$ cat config.mk
export PLATFORM = sky130hd
export DESIGN_NAME = rcpi_ctrl
export DESIGN_NICKNAME = d
export VERILOG_FILES = /design/src/rcpi_pkg.sv /design/src/rcpi_ctrl.sv
export SDC_FILE = /design/constraint.sdc
export NUM_CORES = 1
export LEC_CHECK = 0
export BUFFER_PORTS_ARGS = -buffer_cell sky130_fd_sc_hd__clkbuf_2
export CAP_MARGIN = 5
export CORE_MARGIN = 3
export CORE_UTILIZATION = 50
export CTS_CLUSTER_SIZE = 8
export DETAILED_ROUTE_END_ITERATION = 7
export PLACE_DENSITY = 0.84
export SETUP_SLACK_MARGIN = 0.05
export SLEW_MARGIN = 40
export SYNTH_ARGS = -nofsm -noshare
export SYNTH_HDL_FRONTEND = slang
export SYNTH_SLANG_ARGS = --single-unit
$ cat constraint.sdc
create_clock -name mclk -period 4.3 [get_ports mclk]
set_input_delay 0.645 -clock mclk [delete_from_list [all_inputs] [get_ports mclk]]
set_output_delay 0.645 -clock mclk [all_outputs]
set_load 0.03 [all_outputs]
$ cat src/rcpi_pkg.sv
// Constants for the control register and periodic interrupt generator
`default_nettype none
package rcpi_pkg;
    // Register map
    localparam logic [3:0]  CTRL_ADDR      = 4'he;
    localparam logic [7:0]  CTRL_RESET     = 8'h00;
    // Field positions
    localparam int          WEEKLY_EN_BIT  = 7;
    localparam int          DAILY_EN_BIT   = 6;
    localparam int          HOUR_24_BIT    = 5;
    localparam int          CLKDIS_B_BIT   = 4;
    localparam int          TEST_BIT       = 3;
    localparam int          SEL_MSB        = 2;
    // Periodic select codes
    localparam logic [2:0]  SEL_OFF        = 3'h0;
    localparam logic [2:0]  SEL_LOW        = 3'h1;
    localparam logic [2:0]  SEL_2HZ        = 3'h2;
    localparam logic [2:0]  SEL_1HZ        = 3'h3;
    localparam logic [2:0]  SEL_SEC        = 3'h4;
    localparam logic [2:0]  SEL_MIN        = 3'h5;
    localparam logic [2:0]  SEL_HOUR       = 3'h6;
    localparam logic [2:0]  SEL_MONTH      = 3'h7;
    // Time base
    localparam int          XTAL_HZ        = 32768;
    localparam logic [15:0] DIV_TERM       = 16'h7fff;
    localparam logic [15:0] DIV_HALF       = 16'h4000;
    localparam logic [15:0] DIV_QUARTER    = 16'h2000;
    // Seconds increment lags the pulse falling edge
    localparam int          SEC_INC_DELAY_US = 92;
    localparam int          SEC_INC_TICKS  = SEC_INC_DELAY_US * XTAL_HZ / 1000000;
    localparam logic [15:0] SEC_INC_POS    = 16'(SEC_INC_TICKS - 1);
    // Oscillation adjustment
    localparam int          ADJ_MAX_US     = 3784;
    localparam int          ADJ_MAX_TICKS  =
        (ADJ_MAX_US * XTAL_HZ + 500000) / 1000000;
    localparam logic [4:0]  ADJ_PERIOD_LAST = 5'h13;
    // Hour encoding
    localparam logic [5:0]  HOUR_AM12      = 6'h12;
    localparam logic [5:0]  HOUR_PM12      = 6'h32;
    localparam logic [5:0]  HOUR_PM_BIT    = 6'h20;
endpackage : rcpi_pkg
`default_nettype wire

$ cat src/rcpi_ctrl.sv
// Control register one with periodic interrupt and clock output logic
// What this block does
// - Eight-bit control register at Eh, cleared when the halt flag sets.
// - Top two bits enable the weekly and daily alarm circuits.
// - Bit five selects 12-hour (zero) or 24-hour (one) counting.
// - 12-hour reads: midnight 12, noon 32, 1 PM 21.
// - Clock output toggles unless both disable bits are one; then high.
// - Select 000 keeps interrupt high; 001 holds it low.
// - Codes 010 and 011 give 2 Hz and 1 Hz square waves.
// - Seconds increment about 92 us after the pulse falling edge.
// - Writing seconds clears the divider and drives the output low in 2 Hz and 1 Hz modes.
// - Level codes fire each second, minute, hour, or month start.
// - In level mode the falling edge meets the seconds increment.
// - Adjustment changes timing every 20 s, low period by up to 3.784 ms.
// - In level mode a one-second period shifts at most 3.784 ms.
// - Flag reads one while output low; writing zero releases level.
// - Halt flag stops all interrupt outputs and starts clock output.
`timescale 1ns/1ps
`default_nettype none
module rcpi_ctrl (
    input  wire logic        mclk,
    input  wire logic        reset_n,
    input  wire logic [3:0]  reg_addr,
    input  wire logic        reg_wr,
    input  wire logic [7:0]  reg_wdata,
    output logic      [7:0]  reg_rdata,
    input  wire logic        xtal_in,
    input  wire logic        osc_halt_flag,
    input  wire logic        clkout_disable_a,
    input  wire logic        periodic_flag_clear,
    input  wire logic        sec_write,
    input  wire logic        min_rollover,
    input  wire logic        hour_rollover,
    input  wire logic        month_rollover,
    input  wire logic        adj_active,
    input  wire logic signed [7:0] adj_ticks,
    input  wire logic [5:0]  hour24_bcd,
    input  wire logic        weekly_alarm_match,
    input  wire logic        daily_alarm_match,
    output logic      [5:0]  hour_read,
    output logic             sec_inc,
    output logic             weekly_alarm_enable,
    output logic             daily_alarm_enable,
    output logic             hour_24_mode,
    output logic             test_mode,
    output logic             slow_clock_out,
    output logic             periodic_irq_n,
    output logic             periodic_irq_flag,
    output logic             weekly_alarm_irq_n,
    output logic             daily_alarm_irq_n
);
    import rcpi_pkg::*;

    logic [7:0]         ctrl_ff;
    logic [2:0]         xtal_sync_ff;
    logic               halt_d_ff;
    logic [15:0]        div_ff;
    logic signed [8:0]  ext_ff;
    logic [4:0]         sec20_ff;
    logic               level_low_ff;
    logic               irq_n_ff;
    logic               clk_out_ff;
    logic               week_n_ff;
    logic               day_n_ff;
    logic [5:0]         hour_ff;
    logic               sec_inc_ff;
    logic [7:0]         rdata_ff;
    logic               tick;
    logic               halt_rise;
    logic               rollover;
    logic               inc_event;
    logic               level_event;
    logic [2:0]         sel;
    logic signed [8:0]  nxt_ext;
    logic               nxt_irq_n;

    // Low phase of the pulse waveforms, lengthened or shortened by the adjustment
    function automatic logic pulse_low(input logic [15:0] d,
                                       input logic two_hz,
                                       input logic signed [8:0] ext);
        int di;
        di = int'(d);
        if (two_hz) begin
            pulse_low = (di < int'(DIV_QUARTER)) ||
                ((di >= int'(DIV_HALF)) &&
                 (di < int'(DIV_HALF) + int'(DIV_QUARTER) + int'(ext)));
        end else begin
            pulse_low = di < int'(DIV_HALF) + int'(ext);
        end
    endfunction : pulse_low

    // 24-hour BCD to 12-hour BCD with PM bit
    function automatic logic [5:0] to_12h(input logic [5:0] h);
        int v;
        v = int'(h[5:4]) * 10 + int'(h[3:0]);
        if (v == 0) begin
            to_12h = HOUR_AM12;
        end else if (v < 12) begin
            to_12h = h;
        end else if (v == 12) begin
            to_12h = HOUR_PM12;
        end else if (v < 22) begin
            to_12h = HOUR_PM_BIT | 6'(v - 12);
        end else begin
            to_12h = HOUR_PM_BIT | 6'h10 | 6'(v - 22);
        end
    endfunction : to_12h

    assign sel       = ctrl_ff[SEL_MSB:0];
    assign tick      = xtal_sync_ff[1] & ~xtal_sync_ff[2];
    assign halt_rise = osc_halt_flag & ~halt_d_ff;
    assign rollover  = tick && (int'(div_ff) >= int'(DIV_TERM) + int'(ext_ff));
    assign inc_event = tick && (div_ff == SEC_INC_POS);

    // Level-mode interrupt sources
    always_comb begin
        case (sel)
            SEL_SEC:   level_event = inc_event;
            SEL_MIN:   level_event = inc_event & min_rollover;
            SEL_HOUR:  level_event = inc_event & hour_rollover;
            SEL_MONTH: level_event = inc_event & month_rollover;
            default:   level_event = 1'b0;
        endcase
    end

    // Adjustment chosen on the last second of each 20 s span, applied to the next second
    always_comb begin
        nxt_ext = 9'sd0;
        if (adj_active && sec20_ff == ADJ_PERIOD_LAST) begin
            if (int'(adj_ticks) > ADJ_MAX_TICKS) begin
                nxt_ext = -9'(ADJ_MAX_TICKS);
            end else if (int'(adj_ticks) < -ADJ_MAX_TICKS) begin
                nxt_ext = 9'(ADJ_MAX_TICKS);
            end else begin
                nxt_ext = -9'(adj_ticks);
            end
        end
    end

    always_comb begin
        case (sel)
            SEL_OFF: nxt_irq_n = 1'b1;
            SEL_LOW: nxt_irq_n = 1'b0;
            SEL_2HZ: nxt_irq_n = ~pulse_low(div_ff, 1'b1, ext_ff);
            SEL_1HZ: nxt_irq_n = ~pulse_low(div_ff, 1'b0, ext_ff);
            default: nxt_irq_n = ~level_low_ff;
        endcase
        if (osc_halt_flag) begin
            nxt_irq_n = 1'b1;
        end
    end

    // Crystal sampling
    always_ff @(posedge mclk or negedge reset_n) begin
        if (!reset_n) begin
            xtal_sync_ff <= 3'h0;
            halt_d_ff    <= 1'b0;
        end else begin
            xtal_sync_ff <= {xtal_sync_ff[1:0], xtal_in};
            halt_d_ff    <= osc_halt_flag;
        end
    end

    // Control register
    always_ff @(posedge mclk or negedge reset_n) begin
        if (!reset_n) begin
            ctrl_ff <= CTRL_RESET;
        end else if (halt_rise) begin
            ctrl_ff <= CTRL_RESET;
        end else if (reg_wr && reg_addr == CTRL_ADDR) begin
            ctrl_ff <= reg_wdata;
        end
    end

    always_ff @(posedge mclk or negedge reset_n) begin
        if (!reset_n) begin
            rdata_ff <= 8'h00;
        end else if (reg_addr == CTRL_ADDR) begin
            rdata_ff <= ctrl_ff;
        end else begin
            rdata_ff <= 8'h00;
        end
    end

    // Sub-second divider on the crystal ticks
    always_ff @(posedge mclk or negedge reset_n) begin
        if (!reset_n) begin
            div_ff   <= 16'h0000;
            ext_ff   <= 9'sd0;
            sec20_ff <= 5'h00;
        end else if (sec_write) begin
            div_ff <= 16'h0000;
        end else if (rollover) begin
            div_ff   <= 16'h0000;
            ext_ff   <= nxt_ext;
            sec20_ff <= (sec20_ff == ADJ_PERIOD_LAST) ? 5'h00 : sec20_ff + 5'h01;
        end else if (tick) begin
            div_ff <= div_ff + 16'h0001;
        end
    end

    always_ff @(posedge mclk or negedge reset_n) begin
        if (!reset_n) begin
            sec_inc_ff <= 1'b0;
        end else begin
            sec_inc_ff <= inc_event;
        end
    end

    // Level latch, a new event beats a host clear
    always_ff @(posedge mclk or negedge reset_n) begin
        if (!reset_n) begin
            level_low_ff <= 1'b0;
        end else if (!sel[SEL_MSB] || osc_halt_flag) begin
            level_low_ff <= 1'b0;
        end else if (level_event) begin
            level_low_ff <= 1'b1;
        end else if (periodic_flag_clear) begin
            level_low_ff <= 1'b0;
        end
    end

    always_ff @(posedge mclk or negedge reset_n) begin
        if (!reset_n) begin
            irq_n_ff <= 1'b1;
        end else begin
            irq_n_ff <= nxt_irq_n;
        end
    end

    // Clock output and alarm gating
    always_ff @(posedge mclk or negedge reset_n) begin
        if (!reset_n) begin
            clk_out_ff <= 1'b1;
            week_n_ff  <= 1'b1;
            day_n_ff   <= 1'b1;
        end else begin
            clk_out_ff <= (ctrl_ff[CLKDIS_B_BIT] & clkout_disable_a) |
                          xtal_sync_ff[1];
            week_n_ff  <= ~(weekly_alarm_match & ctrl_ff[WEEKLY_EN_BIT] &
                            ~osc_halt_flag);
            day_n_ff   <= ~(daily_alarm_match & ctrl_ff[DAILY_EN_BIT] &
                            ~osc_halt_flag);
        end
    end

    always_ff @(posedge mclk or negedge reset_n) begin
        if (!reset_n) begin
            hour_ff <= 6'h00;
        end else if (ctrl_ff[HOUR_24_BIT]) begin
            hour_ff <= hour24_bcd;
        end else begin
            hour_ff <= to_12h(hour24_bcd);
        end
    end

    assign reg_rdata           = rdata_ff;
    assign hour_read           = hour_ff;
    assign sec_inc             = sec_inc_ff;
    assign weekly_alarm_enable = ctrl_ff[WEEKLY_EN_BIT];
    assign daily_alarm_enable  = ctrl_ff[DAILY_EN_BIT];
    assign hour_24_mode        = ctrl_ff[HOUR_24_BIT];
    assign test_mode           = ctrl_ff[TEST_BIT];
    assign slow_clock_out      = clk_out_ff;
    assign periodic_irq_n      = irq_n_ff;
    assign periodic_irq_flag   = ~irq_n_ff;
    assign weekly_alarm_irq_n  = week_n_ff;
    assign daily_alarm_irq_n   = day_n_ff;
endmodule : rcpi_ctrl
`default_nettype wire

==> reports/results.md, run 1 <==
| Item | Value | Unit |
|:---|:---|:---|
| HPWL after detailed placement | 6760 | um |
| Fraction of layout cells with a size suffix above 1 | 0.206 | - |
| CTS Buf Count | 9 | - |
| Synth-to-Final Area Change | 15.9 | % |
| Clock sink count | 62 | - |
| DRC Markers | 0 | - |
| Number of search-and-repair iterations in the first detailed-routing pass | 5 | - |
| Weighted congestion at the end of routability-driven global placement | 0.857 | - |
| Final cell count without fillers | 603 | - |
| Crit path max fanout | 24 | - |
| Largest cells by area after synthesis | sky130_fd_sc_hd__dfrtp_1, sky130_fd_sc_hd__ha_1, sky130_fd_sc_hd__nand2_1 | - |
| Peak clock frequency supported by timing | 289 | MHz |
| Hold Fails Final Rpt | 0 | - |
| Final period util | 0.805 | - |
| Leakage power summed over all cells | 2.32 | nW |
| Synthesized instance count | 432 | - |
| RSZ-0062 raised after global routing | no | - |
| DR WL/cell | 15.1 | um |
| Proportion of register bits with asynchronous set or reset after synthesis | 1.00 | - |
| Number of nets with antenna violations after detailed routing | 0 | - |
| WP data arrival | 3.70 | ns |
| Kind of capture point of the worst setup path | register | - |
| Number of gates resized after CTS | 0 | - |
| Total routed wirelength | 9130 | um |
| Top cell by count, worst path | sky130_fd_sc_hd__nand2_1 | - |
| Worst Hold Margin | 0.362 | ns |
| Transition time of the tightest slew-check pin | 0.775 | ns |
| Root buf cell | sky130_fd_sc_hd__clkbuf_8 | - |
| Warnings from Yosys | 0 | - |
| CTS Hold Buffers Added | 0 | - |
| Boundary pin count | 64 | - |
| Count of pins over their slew limit | 0 | - |
| Type of the worst setup path | reg2reg | - |
| H-tree depth | 3 | - |
| Primary FF master, synth | sky130_fd_sc_hd__dfrtp_1 | - |
| Largest net degree at the start of global routing | 63 | - |
| Starting Density | 0.519 | - |
| Worst ir drop on vdd | 0.177 | mV |
| Max stage delay on crit path | 0.60 | ns |
| Vertical extent of the die | 96.0 | um |
| Count of flip-flops with a built-in enable after synthesis | 0 | - |
| Worst-path cell chain | nor2_1, nand2_1, nor4_1, a21oi_1, ha_1, nand4_1, nor4_2, a22oi_2, a21boi_4, nand2_1, mux2_2 | - |
| Power density cells | 313 | nW/um^2 |
| Launch point of the worst reg-to-reg path | ext_ff[2]$_DFFE_PN0P_ | - |
| Horizontal die dimension | 96.0 | um |
| Number of vias per cell after detailed routing | 5.92 | - |
| First-iteration detailed-routing DRC count | 214 | - |
| Vias in the first global route | 3,414 | - |
| Buffers inserted during post-CTS setup optimization | 0 | - |
| Number of diodes | 0 | - |
| Critical-path cell with the highest stage delay | sky130_fd_sc_hd__nor4_1 | - |
| Total die area | 9220 | sq um |
| Post-synth top area cell | sky130_fd_sc_hd__dfrtp_1 | - |
| Synth Cell Area | 4050 | sq um |
| Yosys top cell area share | 0.358 | - |
| Final setup viols | 0 | - |
| Clock insertion delay at the later pin of the skew report | 0.35 | ns |
| Number of register bits inferred by synthesis | 62 | - |
| Max clock buf depth | 2 | - |
| Family with the most delay on the worst path | simple AND/OR/NAND/NOR gates | - |
| Clk slew on worst S/H paths | 0.08 | ns |
| Setup TNS | 0 | ns |
| Vias | 3,568 | - |
| Placed instance count | 587 | - |
| Count of unique library cells instantiated by Yosys | 59 | - |
| Buffers on Ports | 63 | - |
| Sum of buffers and inverters on the critical path | 0 | - |
| Seq/Total Area, Yosys | 0.384 | - |
| Max-Cap Viols | 0 | - |
| Worst Clk Skew | 0.00761 | ns |
| Core Region | 7810 | sq um |
| Global route overflow | 0 | - |
| Worst path required time | 4.54 | ns |
| Outcome | complete, no violations | - |
| Launching element type of the critical path | register | - |
| Crit. Startpoint | ext_ff[2]$_DFFE_PN0P_ | - |
| Min Tclk post-route | 3.46 | ns |
| Hold/Removal Path Class | in2async | - |
| Wire length of the first global-routing pass | 15,700 | um |
| Rel. slew slack | 0.478 | - |
| Syn Area/Cell | 9.38 | sq um |
| Antenna violations before repair | 0 | - |
| GRT Overall Usage | 0.216 | - |
| Site row count | 32 | - |
| Number of nets in the synthesized netlist | 516 | - |
| CTS tree | built | - |
| Nets | 580 | - |
| PnR Total Power | 1.47 | mW |
## layer usage
layer  track usage  vias to the layer above  wire (um)
met5             0                        -          0
met3        0.0453                       21        367
met2         0.365                       94       4670
met1         0.267                     1742       3880
li1              -                     1711          -
met4        0.0865                        0        208
## Yosys cell counts, drive strengths merged (6+ instances only)
cell	count
nor3	10
o311ai	8
xnor2	10
clkbuf	8
nand3	35
and2	8
or3	6
dfrtp	58
inv	24
nor2	17
ha	43
o21ai	21
a21oi	33
nand2	51
nor2b	6
a21o	13
## worst paths after layout
check,end,slack (ns),depth (start not counted)
setup / recovery,sec20_ff[2]$_DFFE_PN0P_,0.84,11
hold / removal,reg_rdata[6]$_DFF_PN0_,0.36,2
setup reg to reg,sec20_ff[2]$_DFFE_PN0P_,0.84,11
hold reg to reg,xtal_sync_ff[1]$_DFF_PN0_,0.36,0
max in group asynchronous,hour_read[5]$_DFF_PN0_,3.53,2
min in group mclk,xtal_sync_ff[1]$_DFF_PN0_,0.36,0
## metrics by stage
| step | instance area, sq um | setup slack [ns] | util |
|---|---|---|---|
| finish | 4700 | 0.838 | 0.602 |
| global route | 4700 | 0.555 | 0.602 |
| CTS | 4690 | 0.909 | 0.601 |
| detailed placement | 4440 | 0.980 | 0.569 |
| global placement | 4440 | 1.14 | 0.569 |
| floorplan | 4050 | 1.54 | - |
## power by group
group / switching, mW / internal, mW / total (mW)
logic: 0.123 / 0.0682 / 0.191
clock network: 0.270 / 0.395 / 0.665
registers: 0.0100 / 0.603 / 0.613
## sequential cells by signal, summed over array words and instances, names as in the netlist
name,count
daily_alarm_irq_n,1
ext_ff,9
weekly_alarm_irq_n,1
hour_read,6
periodic_irq_n,1
halt_d_ff,1
sec20_ff,5
xtal_sync_ff,3
sec_inc,1
level_low_ff,1
div_ff,16
reg_rdata,8
slow_clock_out,1
ctrl_ff,8
## kinds of logic after synthesis
kind of cell / share of synthesized area
AO/OA/AOI/OAI: 0.176
XOR/XNOR: 0.0324
adder cells (fa/ha/maj): 0.138
buffers and inverters: 0.0383
flip-flops: 0.384
multiplexers: 0.0235
AND/OR/NAND/NOR: 0.208
## worst reg2reg max path, delay by kind of cell (launching register included)
| kind | cells | cell delay [ns] |
|---|---|---|
| mux | 1 | 0.28 |
| fa+ha+maj | 1 | 0.33 |
| simple gates | 6 | 1.50 |
| flops | 1 | 0.42 |
| compound gates | 3 | 0.82 |
## cell usage in the layout, fill, tap and decap left out, types with 10 or more instances in the layout
cell type,count
sky130_fd_sc_hd__nor2_1,16
sky130_fd_sc_hd__xnor2_1,10
sky130_fd_sc_hd__clkbuf_2,63
sky130_fd_sc_hd__ha_1,43
sky130_fd_sc_hd__nand2_1,51
sky130_fd_sc_hd__inv_1,24
sky130_fd_sc_hd__o21ai_0,19
sky130_fd_sc_hd__dfrtp_1,58
sky130_fd_sc_hd__a21oi_1,32
sky130_fd_sc_hd__nand3_1,32
sky130_fd_sc_hd__a21o_1,13
## cell type report
cell class                      instances  area [sq um]
Fill cell                             643          3110
Multi-Input combinational cell        335          2340
Sequential cell                        62          1560
Timing Repair Buffer                   64           327
Clock inverter                          7           128
Tap cell                              102           128
Clock buffer                            9           124
Inverter                               24          90.1
Power figures use the tool's default switching activity.
==> run 2, diff against run 1 <==
- ABC_AREA: unset -> 1
- PLACE_DENSITY: 0.84 -> 0.86
- clock period: 4.3 -> 3 ns (I/O delays scaled with it)
==> run 2 against run 1 <==
  * Worst setup slack worse by 0.70 ns
  * Cell count rose by 27%
  * Critical endpoint is now ext_ff[2]$_DFFE_PN0P_
  * Maximum frequency increased by 21%
  * Critical path depth up 7
  * Total power up 45%
  * Combinational power increased by 110%
  * Die area up 8.6%
==> reports/results.md, run 2 <==
| Item | Value | Unit | Delta |
|:---|:---|:---|:---|
| Outcome | complete, no violations | - |  |
| Seq/Total Area, Yosys | 0.352 | - | -0.0324 |
| Count of fill cells added during filler insertion | 728 | - | +13% |
| First-iteration detailed-routing DRC count | 271 | - | +27% |
| Clock insertion delay at the later pin of the skew report | 0.34 | ns | about the same |
| Final setup viols | 0 | - | unchanged |
| Fraction of layout cells with a size suffix above 1 | 0.211 | - | +0.00557 |
| Wire length of the first global-routing pass | 17,400 | um | +11% |
| Nets | 742 | - | +28% |
| Most common cell after layout, fill and taps aside | sky130_fd_sc_hd__nand2_1 | - |  |
| Number of search-and-repair iterations in the first detailed-routing pass | 5 | - | unchanged |
| Number of vias per cell after detailed routing | 5.39 | - | -9.0% |
| Regs by FF count | div_ff (16), ext_ff (9) | - |  |
| Synth Cell Area | 4430 | sq um | +9.2% |
| Worst ir drop on vdd | 0.277 | mV | +57% |
| Vertical extent of the die | 100 | um | +4.2% |
| Primary FF master, synth | sky130_fd_sc_hd__dfrtp_1 | - |  |
| Syn Area/Cell | 7.62 | sq um | -19% |
| Number of nets in the synthesized netlist | 665 | - | +29% |
| Number of diodes | 0 | - | unchanged |
| Number of nets with antenna violations after detailed routing | 0 | - | unchanged |
| Worst Clk Skew | 0.00611 | ns | -0.00150 ns |
| Warnings from Yosys | 0 | - | unchanged |
| Kind of capture point of the worst setup path | register | - |  |
| Weighted congestion at the end of routability-driven global placement | 0.906 | - | +5.7% |
| Top cell by count, worst path | sky130_fd_sc_hd__nor2_1 | - |  |
| DR WL/cell | 14.3 | um | -5.8% |
| Clock sink count | 62 | - | unchanged |
| Fraction of power consumed by sequential logic | 0.432 | - | +0.015 |
| Vias | 4,137 | - | +16% |
| Boundary pin count | 64 | - | unchanged |
| Hold Fails Final Rpt | 0 | - | unchanged |
| Largest net degree at the start of global routing | 63 | - | unchanged |
| Crit Reg-Reg Endpoint | ext_ff[2]$_DFFE_PN0P_ | - |  |
| HPWL after detailed placement | 8100 | um | +20% |
| R2R depth | 18 | - | +7 |
| Core Region | 8420 | sq um | +7.9% |
| Count of unique library cells instantiated by Yosys | 44 | - | -25% |
| Min setup slack post-route | 0.140 | ns | -0.698 ns |
| Setup slack, reg-to-reg | 0.14 | ns | -0.70 ns |
| Largest cells by area after synthesis | sky130_fd_sc_hd__dfrtp_1, sky130_fd_sc_hd__nand2_1, sky130_fd_sc_hd__ha_1 | - |  |
| Net switching power | 648 | uW | +61% |
| Global route overflow | 0 | - | unchanged |
| Count of flip-flops with a built-in enable after synthesis | 0 | - | unchanged |
| Yosys top cell area share | 0.328 | - | -0.0302 |
| Antenna violations before repair | 0 | - | unchanged |
| Horizontal die dimension | 100 | um | +4.2% |
| Cell types with the highest counts after synthesis | sky130_fd_sc_hd__nand2_1, sky130_fd_sc_hd__inv_1, sky130_fd_sc_hd__dfrtp_1 | - |  |
| Synth-to-Final Area Change | 17.4 | % |  |
| GRT Overall Usage | 0.215 | - | -0.00106 |
| Number of register bits inferred by synthesis | 62 | - | unchanged |
| Critical-path cell with the highest stage delay | sky130_fd_sc_hd__dfrtp_1 | - |  |
| Peak clock frequency supported by timing | 350 | MHz | +21% |
| Internal | 1.48 | mW | +39% |
| Starting Density | 0.526 | - | +0.00647 |
| Power density cells | 410 | nW/um^2 | +31% |
| Final period util | 0.953 | - | +0.148 |
| Placed standard-cell area | 4810 | sq um | +8.3% |
| Post-layout instance area | 5200 | sq um | +11% |
| Min Tclk post-route | 2.86 | ns | -0.602 ns |
| Root buf cell | sky130_fd_sc_hd__clkbuf_8 | - |  |
| Hold/Removal Path Class | in2async | - |  |
| Clk slew on worst S/H paths | 0.07 | ns | about the same |
| CTS Buf Count | 9 | - | unchanged |
| Worst-path cell chain | inv_2, ha_4, nand4_1, nor3_4, buf_4, nor2_1, ha_1, nand2_1, nor2_4, nand3b_1, nor2_1, nor2_1, nand2_2, inv_4, nand2_8, nand2_8, nand2_2, nand2_1 | - |  |
| DRC Markers | 0 | - | unchanged |
| Worst path required time | 3.23 | ns | -1.31 ns |
| Total routed wirelength | 11,000 | um | +20% |
| Library cell with the highest instance count after synthesis | sky130_fd_sc_hd__nand2_1 | - |  |
| Transition time of the tightest slew-check pin | 0.702 | ns | -0.0732 ns |
| Leakage power summed over all cells | 2.74 | nW | +18% |
| Switching fraction of total power | 0.304 | - | +0.0301 |
| Post-synth top area cell | sky130_fd_sc_hd__dfrtp_1 | - |  |
| Area of the multi-input gates | 2620 | sq um | +12% |
| CTS tree | built | - |  |
| Max clock buf depth | 2 | - | unchanged |
| Count of pins over their slew limit | 0 | - | unchanged |
| Max stage delay on crit path | 0.41 | ns | -0.19 ns |
| Site row count | 33 | - | +3.1% |
| Comb power frac | 0.190 | - | +0.060 |
| H-tree depth | 3 | - | unchanged |
| WP data arrival | 3.09 | ns | -0.61 ns |
| Proportion of register bits with asynchronous set or reset after synthesis | 1.00 | - | unchanged |
| Worst setup slack after placement | 0.0811 | ns | -0.899 ns |
| Crit path max fanout | 8 | - | -67% |
| Rel. slew slack | 0.532 | - | +0.0531 |
| Top reg by flops | div_ff | - |  |
| Max-Cap Viols | 0 | - | unchanged |
| Launching element type of the critical path | register | - |  |
| Launch point of the worst reg-to-reg path | ext_ff[1]$_DFFE_PN0P_ | - |  |
| Commonest cells after routing, fill and taps aside | sky130_fd_sc_hd__nand2_1, sky130_fd_sc_hd__inv_1, sky130_fd_sc_hd__clkbuf_2 | - |  |
| Vias in the first global route | 3,912 | - | +15% |
| Fraction of power consumed by the clock network | 0.378 | - | -0.075 |
| Number of flip-flops under the largest register name | 16 | - | unchanged |
| Total die area | 10,000 | sq um | +8.6% |
| Buffers on Ports | 63 | - | unchanged |
| Synthesized instance count | 581 | - | +34% |
| Type of the worst setup path | reg2reg | - |  |
| Sequential cell area | 1560 | sq um | about the same |
==> run 2: cell count changes in the layout (fill, tap and decap cells not counted), moves of 7 or more <==
cell	change
sky130_fd_sc_hd__nor2_1	+36
sky130_fd_sc_hd__a21o_1	-11
sky130_fd_sc_hd__xnor2_1	-7
sky130_fd_sc_hd__a21oi_1	-12
sky130_fd_sc_hd__inv_1	+45
sky130_fd_sc_hd__buf_4	+8
sky130_fd_sc_hd__xor2_1	+15
sky130_fd_sc_hd__and2_1	-7
sky130_fd_sc_hd__nand2_1	+92
sky130_fd_sc_hd__nand3_1	+18
sky130_fd_sc_hd__o21ai_2	+8
sky130_fd_sc_hd__nand2_2	+9
==> run 2: through the flow <==
stage	total power, mW	setup TNS [ns]	utilization	hold WS [ns]	std cells
2_1_floorplan	1.20	0	-	0.154	581
3_3_place_gp	1.32	0	0.571	0.335	741
3_5_place_dp	1.34	0	0.571	0.343	741
4_1_cts	2.14	0	0.597	0.193	757
5_1_grt	2.22	-0.453	0.617	0.197	768
6_report	2.13	0	0.617	0.169	768
==> run 2: power by group through the flow <==
| stage | clock network (mW) | logic, mW | registers (mW) |
|---|---|---|---|
| 6_report | 0.806 | 0.404 | 0.920 |
| 5_1_grt | 0.845 | 0.452 | 0.927 |
| 4_1_cts | 0.819 | 0.402 | 0.921 |
| 3_5_place_dp | 0 | 0.402 | 0.936 |
| 3_3_place_gp | 0 | 0.386 | 0.933 |
| 2_1_floorplan | 0 | 0.205 | 0.994 |
==> run 2: area by class of cell <==
type,count,area share
Clock buffer,10,0.0245
Clock inverter,6,0.0166
Inverter,76,0.0553
Multi-Input combinational cell,437,0.504
Sequential cell,62,0.300
Tap cell,105,0.0253
Timing Repair Buffer,72,0.0744
==> run 2: worst max-delay path by stage <==
stage          cells after the start                       to  slack [ns]             startpoint
3_5_place_dp                      15    div_ff[5]$_DFFE_PN0P_        0.08  ext_ff[0]$_DFFE_PN0P_
3_3_place_gp                      15    div_ff[2]$_DFFE_PN0P_        0.18  ext_ff[1]$_DFFE_PN0P_
2_1_floorplan                     18  sec20_ff[2]$_DFFE_PN0P_        0.56  ext_ff[0]$_DFFE_PN0P_
4_1_cts                           15    div_ff[5]$_DFFE_PN0P_        0.07  ext_ff[0]$_DFFE_PN0P_
5_1_grt                           18  sec20_ff[4]$_DFFE_PN0P_       -0.06  ext_ff[1]$_DFFE_PN0P_
6_report                          18    ext_ff[2]$_DFFE_PN0P_        0.14  ext_ff[1]$_DFFE_PN0P_
==> run 2: logic make-up (layout without fill, tap and decap cells) <==
group,after synthesis,after routing,synth area share
DFF,62,62,0.352
xor gates and xnor gates,23,23,0.0455
adders and majority gates,44,44,0.126
and+or+nand+nor,305,308,0.312
buffers and inverters,85,164,0.0808
AOI/OAI and AO/OA,62,62,0.0845
==> run 2: timing repair <==
action | 4_1_cts | 5_1_grt
pin swaps | 0 | 7
hold buffers | 0 | 0
setup endpoints to repair | 1 | 28
endpoints found under the hold margin | 0 | 0
resized for setup | 1 | 19
buffers inserted | 0 | 8
cloned | 0 | 3
==> run 2: routing by layer <==
metal  part of all wire  vias up  global-route usage  routed length (um)
met5                  0        -                   0                   0
li1                   -     2041                   -                   -
met3              0.051       23              0.0347                 561
met4              0.026        0              0.0922                 289
met1               0.41     1947               0.269                4460
met2               0.52      126               0.366                5650
==> run 2: critical path, delay by kind of cell (launching register included) <==
family / cells / cell delay [ns]
and+or+nand+nor: 13 / 1.52
adders and majority gates: 2 / 0.47
DFF: 1 / 0.41
buffers and inverters: 3 / 0.33
==> run 3, diff against run 2 <==
- CORE_UTILIZATION: 50 -> 35
- PLACE_DENSITY: 0.86 -> 0.52
==> run 3 against run 2 <==
  * Core utilization down 18 points
  * Global-route usage down 5.8 points
  * Routed wire length down 2.8%
  * Non-clock buffer count unchanged
  * Cell count up 7.9%
  * Maximum frequency up 5.7%
  * Critical path depth down 3
  * Via count down 5.1%
  * Sequential power about the same
  * Clock power up 27%
  * Largest power group is now the clock network
==> reports/results.md, run 3 (same netlist as run 2, synthesis figures left out) <==
| Item | Value | Unit | Delta |
|:---|:---|:---|:---|
| Outcome | complete, no violations | - |  |
| Max stage delay on crit path | 0.40 | ns | about the same |
| DR WL/cell | 12.9 | um | -9.9% |
| R2R depth | 15 | - | -3 |
| Site row count | 40 | - | +21% |
| Largest net degree at the start of global routing | 26 | - | -59% |
| Setup TNS | 0 | ns | unchanged |
| Root buf cell | sky130_fd_sc_hd__clkbuf_16 | - |  |
| Top reg by flops | div_ff | - |  |
| DRC Markers | 0 | - | unchanged |
| Worst Hold Margin | 0.160 | ns | -0.00935 ns |
| Final setup viols | 0 | - | unchanged |
| Number of nets with antenna violations after detailed routing | 0 | - | unchanged |
| Synth-to-Final Area Change | 19.6 | % |  |
| Vertical extent of the die | 118 | um | +18% |
| Rel. slew slack | 0.541 | - | +0.00977 |
| Count of pins over their slew limit | 0 | - | unchanged |
| Core Region | 12,200 | sq um | +45% |
| Weighted congestion at the end of routability-driven global placement | 0.825 | - | -8.8% |
| Vias in the first global route | 3,763 | - | -3.8% |
| Worst ir drop on vdd | 0.250 | mV | -9.8% |
| CTS Hold Buffers Added | 0 | - | unchanged |
| Peak clock frequency supported by timing | 369 | MHz | +5.7% |
| Buffers on Ports | 63 | - | unchanged |
| Crit Reg-Reg Endpoint | ext_ff[7]$_DFFE_PN0P_ | - |  |
| Clock sink count | 62 | - | unchanged |
| Power density cells | 444 | nW/um^2 | +8.4% |
| Top cell by count, worst path | sky130_fd_sc_hd__nand2_1 | - |  |
| Wire length of the first global-routing pass | 18,200 | um | +4.6% |
| Starting Density | 0.363 | - | -0.163 |
| CTS tree | built | - |  |
| Total number of cells along the worst setup path | 15 | - | -3 |
| Number of flip-flops under the largest register name | 16 | - | unchanged |
| RSZ-0062 raised after global routing | no | - |  |
| Launching element type of the critical path | register | - |  |
| Clock insertion delay at the later pin of the skew report | 0.32 | ns | -0.02 ns |
| Critical-path cell with the highest stage delay | sky130_fd_sc_hd__dfrtp_1 | - |  |
| Antenna violations before repair | 0 | - | unchanged |
| Fraction of layout cells with a size suffix above 1 | 0.197 | - | -0.0145 |
| Transition time of the tightest slew-check pin | 0.688 | ns | -0.0139 ns |
| Crit. Startpoint | ext_ff[0]$_DFFE_PN0P_ | - |  |
| Type of the worst setup path | reg2reg | - |  |
| Capturing instance or port of the critical path | ext_ff[7]$_DFFE_PN0P_ | - |  |
| Vias | 3,924 | - | -5.1% |
| Number of search-and-repair iterations in the first detailed-routing pass | 5 | - | unchanged |
| Hold/Removal Path Class | in2async | - |  |
| Max clock buf depth | 2 | - | unchanged |
| Commonest cells after routing, fill and taps aside | sky130_fd_sc_hd__nand2_1, sky130_fd_sc_hd__inv_1, sky130_fd_sc_hd__clkbuf_2 | - |  |
| Final period util | 0.902 | - | -0.0513 |
| H-tree depth | 3 | - | unchanged |
| Most common cell after layout, fill and taps aside | sky130_fd_sc_hd__nand2_1 | - |  |
| Regs by FF count | div_ff (16), ext_ff (9) | - |  |
| Horizontal die dimension | 118 | um | +18% |
| Setup slack, reg-to-reg | 0.29 | ns | +0.15 ns |
| Launch point of the worst reg-to-reg path | ext_ff[0]$_DFFE_PN0P_ | - |  |
| Number of diodes | 0 | - | unchanged |
| CTS Buf Count | 9 | - | unchanged |
| Sum of buffers and inverters on the critical path | 2 | - | -1 |
| Family with the most delay on the worst path | simple AND/OR/NAND/NOR gates | - |  |
| HPWL after detailed placement | 8240 | um | +1.7% |
| Crit path max fanout | 14 | - | +6 |
| Worst Clk Skew | 0.00493 | ns | -0.00118 ns |
| Clk slew on worst S/H paths | 0.05 | ns | -0.02 ns |
| Kind of capture point of the worst setup path | register | - |  |
| First-iteration detailed-routing DRC count | 166 | - | -39% |
| GRT Overall Usage | 0.157 | - | -0.0579 |
| Worst path required time | 3.21 | ns | -0.02 ns |
| Nets | 740 | - | -0.27% |
| Total routed wirelength | 10,700 | um | -2.8% |
| Global route overflow | 0 | - | unchanged |
| Hold Fails Final Rpt | 0 | - | unchanged |
| Boundary pin count | 64 | - | unchanged |
| Max-Cap Viols | 0 | - | unchanged |
| Min Tclk post-route | 2.71 | ns | -0.154 ns |
| WP data arrival | 2.92 | ns | -0.17 ns |
| Worst-path cell chain | inv_2, ha_2, nand4_1, nor3_4, xor2_1, ha_1, nand2_1, nor2_2, o21ai_1, a21oi_4, inv_2, nand2_8, nand2_8, nand2_1, nand2_1 | - |  |
| Number of vias per cell after detailed routing | 4.73 | - | -12% |
| Total die area | 14,000 | sq um | +40% |
| Leakage power summed over all cells | 2.76 | nW | +0.84% |
-- run 3: cell types whose count changed in the layout (fill, tap and decap cells not counted), moves of 2 or more --
cell                        delta
sky130_fd_sc_hd__nor2_2        -2
sky130_fd_sc_hd__clkbuf_8      -8
sky130_fd_sc_hd__nor2_1        +2
sky130_fd_sc_hd__clkbuf_16     +9
sky130_fd_sc_hd__nand2_1       +2
sky130_fd_sc_hd__nand2_2       -2
-- run 3: metrics by stage --
stage,util,setup slack (ns),power (mW),cell area (sq um),std cells
2_1_floorplan,-,0.556,1.20,4430,581
3_3_place_gp,0.403,0.154,1.34,4920,808
3_5_place_dp,0.403,0.0599,1.34,4920,808
4_1_cts,0.427,0.0735,2.39,5220,824
5_1_grt,0.434,0.0475,2.48,5300,829
6_report,0.434,0.294,2.35,5300,829
-- run 3: worst register-to-register path: cells and delay by family, from the launching register on --
kind / cells / cell delay [ns]
buffers and inverters: 2 / 0.17
XOR/XNOR: 1 / 0.12
flip-flops: 1 / 0.40
AO/OA/AOI/OAI: 2 / 0.33
adder cells (fa/ha/maj): 2 / 0.50
AND/OR/NAND/NOR: 8 / 1.07
-- run 3: cell type report --
class                      count  area, sq um
inverter                      76          285
fill                        1297         6920
sequential                    62         1560
clock buffer                  12          246
clock inverter                 4         47.5
multi-input combinational    435         2570
tap                          168          210
timing repair buffer          72          383
-- run 3: what timing repair did --
item                       CTS  global route
setup endpoints to repair    1            28
resized for setup            1             9
pin swaps                    0             6
cloned                       0             1
hold endpoints to repair     0             0
setup buffers                0             4
-- run 3: worst min-delay path by stage --
stage	cells after the start	slack [ns]	end
after floorplan	0	0.15	ctrl_ff[0]$_DFFE_PN0P_
final	1	0.16	ext_ff[3]$_DFFE_PN0P_
after global placement	0	0.33	xtal_sync_ff[1]$_DFF_PN0_
after detailed placement	0	0.34	xtal_sync_ff[1]$_DFF_PN0_
after global routing	1	0.21	ext_ff[5]$_DFFE_PN0P_
after CTS	1	0.18	ext_ff[5]$_DFFE_PN0P_
-- run 3: report_power, final --
part,total (mW),internal [mW],switching (mW)
Combinational,0.406,0.129,0.277
Clock,1.02,0.663,0.361
Sequential,0.921,0.890,0.0313
-- run 3: routing by layer --
layer	routed length, um	global-route usage	vias to the layer above
met5	0	0	-
met2	5180	0.254	50
met1	5030	0.211	1832
met4	93	0.0427	0
met3	352	0.0335	8
li1	-	-	2034
